<file path="src/include/lp_pkg.sv">
// Shared types and constants for the core low-power clock controller.
// Assumes a single 100 MHz platform clock and four cores.
package lp_pkg;
   localparam int unsigned NCORES      = 4;
   localparam int unsigned NBLOCKS     = 8;
   localparam int unsigned CLK_MHZ     = 100;
   // Wake bound from deep nap, in platform clocks
   localparam int unsigned WAKE_CLKS   = 100;
   // Clocks spent restoring supply before release
   localparam int unsigned RESTORE_CLKS = 16;
   localparam logic [7:0]  RESTORE_LAST = 8'(RESTORE_CLKS - 1);
   localparam logic [1:0]  CORE_W      = 2'h0;

   typedef enum logic [1:0] {
      MODE_RUN  = 2'h0,
      MODE_HALT = 2'h1,
      MODE_NAP  = 2'h2
   } mode_t;

   // Power register write from a core
   typedef struct packed {
      logic       valid;
      logic [1:0] src;
      logic [1:0] target;
      mode_t      mode;
   } pm_wr_t;

   // Core-facing control outputs
   typedef struct packed {
      logic fetch_en;
      logic snoop_en;
      logic clk_en;
      logic retain;
   } core_ctl_t;
endpackage

</file>
<file path="src/hw/lp_ctrl.sv">
// Core low-power state control and block clock gating.
// Assumes cores and blocks share CLK; all inputs are same-domain logic.
`timescale 1ns/1ns
`default_nettype none
module lp_ctrl (
   input  wire logic                             CLK,
   input  wire logic                             RESET,
   input  wire lp_pkg::pm_wr_t                   PM_WR,
   input  wire logic [lp_pkg::NCORES-1:0]        PM_WR_ALLOWED,
   input  wire logic [lp_pkg::NCORES-1:0]        INSN_HALT,
   input  wire logic [lp_pkg::NCORES-1:0]        INSN_NAP,
   input  wire logic [lp_pkg::NCORES-1:0]        CORE_WAKE,
   input  wire logic [lp_pkg::NCORES-1:0]        CORE_DISABLE,
   input  wire logic [lp_pkg::NBLOCKS-1:0]       BLK_WORK,
   input  wire logic [lp_pkg::NBLOCKS-1:0]       BLK_DISABLE,
   output lp_pkg::core_ctl_t [lp_pkg::NCORES-1:0] CORE_CTL,
   output logic [lp_pkg::NCORES-1:0]             CORE_BUSY,
   output logic [lp_pkg::NBLOCKS-1:0]            BLK_CLK_EN
);

   typedef enum logic [3:0] {
      S_RUN  = 4'h1,
      S_HALT = 4'h2,
      S_NAP  = 4'h4,
      S_WAKE = 4'h8
   } cst_t;

   cst_t                         st_q   [lp_pkg::NCORES];
   cst_t                         st_d   [lp_pkg::NCORES];
   logic [7:0]                   cnt_q  [lp_pkg::NCORES];
   logic [7:0]                   cnt_d  [lp_pkg::NCORES];
   logic [lp_pkg::NCORES-1:0]    byreg_q, byreg_d;
   logic [lp_pkg::NCORES-1:0]    cdis_q,  cdis_d;
   logic [lp_pkg::NBLOCKS-1:0]   bdis_q,  bdis_d;

   ////////////////////////////////////////////////////////////////////////
   // Per-core next state
   always_comb begin
      logic reg_hit;
      logic reg_clr;
      logic wake;
      reg_hit = 1'b0;
      reg_clr = 1'b0;
      wake    = 1'b0;
      for (int i = 0; i < lp_pkg::NCORES; i++) begin
         st_d[i]    = st_q[i];
         cnt_d[i]   = cnt_q[i];
         byreg_d[i] = byreg_q[i];
         reg_hit = PM_WR.valid && PM_WR_ALLOWED[PM_WR.src]
                   && (PM_WR.target == 2'(i));
         // only another core clears a register sleep
         reg_clr = reg_hit && (PM_WR.mode == lp_pkg::MODE_RUN)
                   && (PM_WR.src != 2'(i));
         // own wake ignored after register entry
         wake = reg_clr || (CORE_WAKE[i] && !byreg_q[i]);
         case (st_q[i])
            S_RUN: begin
               if (reg_hit && PM_WR.mode == lp_pkg::MODE_NAP) begin
                  st_d[i]    = S_NAP;
                  byreg_d[i] = 1'b1;
               end else if (reg_hit && PM_WR.mode == lp_pkg::MODE_HALT) begin
                  st_d[i]    = S_HALT;
                  byreg_d[i] = 1'b1;
               end else if (INSN_NAP[i]) begin
                  st_d[i] = S_NAP;
               end else if (INSN_HALT[i]) begin
                  st_d[i] = S_HALT;
               end
            end
            S_HALT: begin
               if (wake) begin
                  st_d[i]    = S_RUN;
                  byreg_d[i] = 1'b0;
               end
            end
            S_NAP: begin
               if (wake) begin
                  st_d[i]    = S_WAKE;
                  cnt_d[i]   = 8'h00;
                  byreg_d[i] = 1'b0;
               end
            end
            S_WAKE: begin
               if (cnt_q[i] == lp_pkg::RESTORE_LAST) begin
                  st_d[i] = S_RUN;
               end else begin
                  cnt_d[i] = cnt_q[i] + 8'h01;
               end
            end
            default: begin
               st_d[i] = S_RUN;
            end
         endcase
      end
   end

   ////////////////////////////////////////////////////////////////////////
   // Static disables latch until reset
   always_comb begin
      cdis_d = cdis_q | CORE_DISABLE;
      bdis_d = bdis_q | BLK_DISABLE;
   end

   always_ff @(posedge CLK) begin
      if (RESET) begin
         for (int i = 0; i < lp_pkg::NCORES; i++) begin
            st_q[i]  <= S_RUN;
            cnt_q[i] <= 8'h00;
         end
         byreg_q <= '0;
         cdis_q  <= '0;
         bdis_q  <= '0;
      end else begin
         for (int i = 0; i < lp_pkg::NCORES; i++) begin
            st_q[i]  <= st_d[i];
            cnt_q[i] <= cnt_d[i];
         end
         byreg_q <= byreg_d;
         cdis_q  <= cdis_d;
         bdis_q  <= bdis_d;
      end
   end

   ////////////////////////////////////////////////////////////////////////
   // Core outputs decoded from state flops; block enables gate BLK_WORK directly
   always_comb begin
      for (int i = 0; i < lp_pkg::NCORES; i++) begin
         CORE_CTL[i].fetch_en = (st_q[i] == S_RUN) && !cdis_q[i];
         CORE_CTL[i].snoop_en = (st_q[i] inside {S_RUN, S_HALT})
                                && !cdis_q[i];
         CORE_CTL[i].clk_en   = (st_q[i] != S_NAP) && !cdis_q[i];
         CORE_CTL[i].retain   = (st_q[i] == S_NAP);
         CORE_BUSY[i]         = (st_q[i] != S_RUN);
      end
      // clock follows work; no latency since work gates directly
      BLK_CLK_EN = BLK_WORK & ~bdis_q;
   end

   ////////////////////////////////////////////////////////////////////////
   // Checks
   // Upper bound of the nap wake window, in platform clocks
   localparam int wake_max = int'(lp_pkg::WAKE_CLKS);

   for (genvar g = 0; g < lp_pkg::NCORES; g++) begin : g_chk
      a_halt_snoop: assert property (@(posedge CLK) disable iff (RESET)
         st_q[g] == S_HALT |-> !CORE_CTL[g].fetch_en
            && (CORE_CTL[g].snoop_en || cdis_q[g]))
         else $error("halt core fetching or not snooping");
      a_nap_off: assert property (@(posedge CLK) disable iff (RESET)
         st_q[g] == S_NAP |-> !CORE_CTL[g].clk_en
            && !CORE_CTL[g].snoop_en && !CORE_CTL[g].fetch_en)
         else $error("nap core not fully gated");
      a_wake_bound: assert property (@(posedge CLK) disable iff (RESET)
         st_q[g] == S_NAP ##1 st_q[g] == S_WAKE
            |-> ##[1:wake_max] st_q[g] == S_RUN)
         else $error("nap wake too slow");
      a_halt_quick: assert property (@(posedge CLK) disable iff (RESET)
         st_q[g] == S_HALT ##1 st_q[g] == S_RUN
            |-> CORE_CTL[g].fetch_en || cdis_q[g])
         else $error("halt wake not immediate");
      a_self_nowake: assert property (@(posedge CLK) disable iff (RESET)
         byreg_q[g] && st_q[g] == S_HALT && !(PM_WR.valid
            && PM_WR.src != 2'(g)) |=> st_q[g] == S_HALT)
         else $error("register sleeper woke itself");
      a_insn_entry: assert property (@(posedge CLK) disable iff (RESET)
         st_q[g] == S_RUN && INSN_NAP[g] && !(PM_WR.valid
            && PM_WR_ALLOWED[PM_WR.src] && PM_WR.target == 2'(g))
            |=> st_q[g] == S_NAP)
         else $error("instruction nap not entered");
      a_reg_wake: assert property (@(posedge CLK) disable iff (RESET)
         st_q[g] == S_HALT && PM_WR.valid && PM_WR_ALLOWED[PM_WR.src]
            && PM_WR.target == 2'(g) && PM_WR.mode == lp_pkg::MODE_RUN
            && PM_WR.src != 2'(g) |=> st_q[g] == S_RUN)
         else $error("clear by other core did not wake");
      a_core_off: assert property (@(posedge CLK) disable iff (RESET)
         CORE_DISABLE[g] |=> !CORE_CTL[g].clk_en && !CORE_CTL[g].fetch_en)
         else $error("disabled core clock running");
      a_core_stays: assert property (@(posedge CLK) disable iff (RESET)
         cdis_q[g] |=> cdis_q[g] && !CORE_CTL[g].clk_en)
         else $error("disabled core clock came back");
      a_halt_retain: assert property (@(posedge CLK) disable iff (RESET)
         st_q[g] == S_HALT |-> !CORE_CTL[g].retain
            && (CORE_CTL[g].clk_en || cdis_q[g]))
         else $error("halt core lost its clock");
      a_wake_nofetch: assert property (@(posedge CLK) disable iff (RESET)
         st_q[g] == S_WAKE |-> !CORE_CTL[g].fetch_en && !CORE_CTL[g].retain)
         else $error("core fetching before restore done");
      a_reg_outrank: assert property (@(posedge CLK) disable iff (RESET)
         st_q[g] == S_RUN && PM_WR.valid && PM_WR_ALLOWED[PM_WR.src]
            && PM_WR.target == 2'(g) && PM_WR.mode == lp_pkg::MODE_HALT
            |=> st_q[g] == S_HALT && byreg_q[g])
         else $error("register halt not entered");
   end

   a_blk_run: assert property (@(posedge CLK) disable iff (RESET)
      (BLK_WORK & ~bdis_q) == BLK_CLK_EN)
      else $error("block clock not following work");
   // Idle blocks must not clock
   a_blk_idle: assert property (@(posedge CLK) disable iff (RESET)
      (BLK_CLK_EN & ~BLK_WORK) == '0)
      else $error("idle block clock running");
   a_blk_off: assert property (@(posedge CLK) disable iff (RESET)
      (BLK_DISABLE != '0) |=> ((BLK_CLK_EN & $past(BLK_DISABLE)) == '0))
      else $error("disabled block clock running");
   a_blk_sticky: assert property (@(posedge CLK) disable iff (RESET)
      ((BLK_CLK_EN & bdis_q) == '0)
         && ((bdis_q & $past(bdis_q)) == $past(bdis_q)))
      else $error("disabled block clock came back");

endmodule
`default_nettype wire

</file>
<file path="config.mk">
export PLATFORM = sky130hd
export DESIGN_NAME = lp_ctrl
export DESIGN_NICKNAME = d
export VERILOG_FILES = /design/src/include/lp_pkg.sv /design/src/hw/lp_ctrl.sv
export SDC_FILE = /design/constraint.sdc
export NUM_CORES = 1
export LEC_CHECK = 0
export BUFFER_PORTS_ARGS = -buffer_cell sky130_fd_sc_hd__buf_4
export CORE_ASPECT_RATIO = 2
export CORE_UTILIZATION = 55
export DETAILED_ROUTE_END_ITERATION = 10
export GPL_TIMING_DRIVEN = 0
export PLACE_DENSITY_LB_ADDON = 0.2
export SLEW_MARGIN = 20
export SYNTH_ARGS = -nofsm -noshare
export SYNTH_HDL_FRONTEND = slang
export SYNTH_SLANG_ARGS = --single-unit
</file>
<file path="constraint.sdc">
create_clock -name CLK -period 2.4 [get_ports CLK]
set_input_delay 0.12 -clock CLK [delete_from_list [all_inputs] [get_ports CLK]]
set_output_delay 0.12 -clock CLK [all_outputs]
set_load 0.05 [all_outputs]
</file>
==> run summary <==
DIE WIDTH: 57.6 um
Seq/Total Area, Yosys: 0.377
Syn Nets: 460
leak pwr: 1.75 nW
Netlist Area Pre-Place: 3400 um^2
Via Count: 3363
most instantiated cells after synthesis: nor2_1, dfxtp_1, nand2_1
P_sw: 0.00125 W
reg2reg path depth: 8
First-pass DRT Iterations: 8
post_cts resized: 0
CP max-delay cell: nor4b_4
Slew HR: 0.526
pwr dens: 808 nW/um^2
fmax: 454 MHz
Post-synth EDFFs: 0
DR vias/cell: 5.98
Worst Hold Class: primary input to flip-flop
CTS Sinks: 64
WL/cell: 15.7 um
Critical Path Max Stage Delay: 350 ps
Top Ports: 73
Initial DRC Count: 144
Post-synth ARST share: 0
Least-Margin Pin Slew: 708 ps
YS warnings: 0
# nets final: 545
layout cells sized above 1: 0.196
Reg2Reg Setup Slack: 200 ps
VDD IR max: 0.000943 V
grt ovf: 0
Post-Synthesis Cells: 411
port buffer count: 69
Placer Congestion: 0.880
clock transition at the registers of the reported paths: 50 ps
failing checks: DRC
CTS tree: built
Cell Int Power: 0.00224 W
total track usage: 0.286
Clock Path Buffers: 2
ys flop type: dfxtp_1
die area: 6520 um^2
power share of the clock group: 0.324
number of max-cap violations: 0
overall power: 0.00349 W
antenna violations before repair: 0
r2r startpoint: st_q[0][1]
worst path cell trace: buf_2, nor4b_4, inv_1, or3_1, a31oi_1, or3_4, nor2_1, a211o_1
CP required: 2610 ps
clk_lat worst skew: 330 ps
first-pass GRT wire length: 14.4 mm
hold depth: 3
Synth cell types: 61
Bufs and invs on worst path: 2
Comb power frac: 0.327
row cnt: 40
register share of total power: 0.349
# diodes: 0
r2r endpoint: st_q[0][0]
Area Overhead vs Synth: 27.1%
Final Skew: 2.78 ps
startpoint types: flip-flop
count leader, synth: nor2_1
Core ar.: 6010 um^2
# DRC: 3
final hold violations: 0
Worst Hold Endpoint: cdis_q[2]
Pins Over Slew Limit: 0
Detail Placement HPWL: 6.60 mm
Crit Path Class: flip-flop to flip-flop
Tmin final: 2200 ps
hold path start: CORE_DISABLE[2]
vias in the first global route: 3337
register bit total from synthesis: 64
Avg Inst Size Synth: 8.27 um^2
antenna viol nets, final: 0
final cycle utilization of the critical path: 0.918
initial core utilization: 0.566
top cell type's share of synthesized area: 0.377
status: finished with violations
Fin Setup TNS: 0 ps
final WL: 8.82 mm
final setup fails: 0
fillers: 499
H-Tree Depth: 3
largest net degree at the start of global routing: 11
CP top delay family: simple AND/OR/NAND/NOR gates
Synth area leaders: dfxtp_1, nor2_1, xor2_1
CTS Buf Count: 9
Worst Path Arrival: 2420 ps
leading area contributor after synthesis: dfxtp_1
Chip Height: 113 um
total stage count of the critical path: 8
Switching Fraction: 0.357
Crit. End Element: flip-flop
Critical Path Fanout Max: 6
RSZ-0062 raised after global routing: no
Root Buffer: clkbuf_16
==> cell type report <==
class | count | area (um^2) | share of cell area
well taps | 63 | 78.8 | 0.0183
inverters | 9 | 33.8 | 0.00782
repair buffers | 74 | 568 | 0.132
clock inverters | 1 | 5.00 | 0.00116
plain buffers | 14 | 75.1 | 0.0174
flip-flops and latches | 64 | 1280 | 0.297
clock buffers | 13 | 250 | 0.0579
multi-input cells | 324 | 2030 | 0.469
==> worst reg2reg max path, stage by stage (launching register included) <==
cell and delay (ps):
dfxtp_1 290, buf_2 170, nor4b_4 350, inv_1 160, or3_1 330, a31oi_1 240, or3_4 200, nor2_1 50
a211o_1 300
==> flip-flops by register name (all words and copies together) (netlist names) <==
signal and cells:
byreg_q 4, bdis_q 8, cnt_q 32, st_q 16, cdis_q 4
==> how the worst max path moves through the flow <==
stage / endpoint / slack [ps] / from
global placement: st_q[0][0] / 220 / st_q[0][1]
floorplan: cnt_q[0][7] / 80 / st_q[0][1]
finish: st_q[0][0] / 200 / st_q[0][1]
CTS: st_q[0][0] / 180 / st_q[0][1]
detailed placement: st_q[0][0] / 220 / st_q[0][1]
global route: st_q[0][0] / 90 / st_q[0][1]
==> cell families after synthesis <==
| family | count (synthesis) | share of synthesized area |
|---|---|---|
| flip-flops | 64 | 0.377 |
| AND/OR/NAND/NOR | 201 | 0.312 |
| buffers and inverters | 23 | 0.0320 |
| adder cells (fa/ha/maj) | 4 | 0.0147 |
| AO/OA/AOI/OAI | 82 | 0.168 |
| multiplexers | 2 | 0.00589 |
| XOR/XNOR | 35 | 0.0902 |
==> per-layer routing <==
metal / global-route usage / share of wire / up-vias
li1: - / - / 1646
met1: 0.273 / 0.36 / 1584
met2: 0.540 / 0.55 / 106
met3: 0.0583 / 0.053 / 27
met4: 0.161 / 0.037 / 0
met5: 0 / 0 / -
==> power by group through the flow <==
stage	Clock [W]	Combinational (W)	Sequential (W)
floorplan	0	0.000814	0.00122
global route	0.00118	0.00121	0.00123
detailed placement	0	0.00113	0.00124
CTS	0.00115	0.00114	0.00122
finish	0.00113	0.00114	0.00122
global placement	0	0.00111	0.00123
==> per-stage QoR <==
stage / std cells / hold WS, ps / instance area (um^2) / setup slack (ps) / util
after CTS: 562 / 0.227 / 4320 / 184 / 0.719
final: 562 / 8.50 / 4320 / 197 / 0.719
after floorplan: 411 / 236 / 3420 / 79.5 / -
after detailed placement: 543 / 333 / 4010 / 221 / 0.668
after global placement: 543 / 324 / 4010 / 221 / 0.668
after global routing: 562 / 8.42 / 4320 / 94.1 / 0.719
==> cells in the final DEF, fill, tap and decap left out, types with 13 or more instances in the layout <==
cell type	count
nor2_1	74
buf_4	70
dfxtp_1	64
nand2_1	28
xor2_1	20
a21oi_1	20
xnor2_1	15
o21ai_0	14
nor2b_1	13
nand3_1	13
==> timing repair <==
action                                 CTS  global route
endpoints found under the hold margin    5             0
hold buffers                             5             0
setup buffers                            0             0
Note: power is estimated with default switching activity, not from simulation.
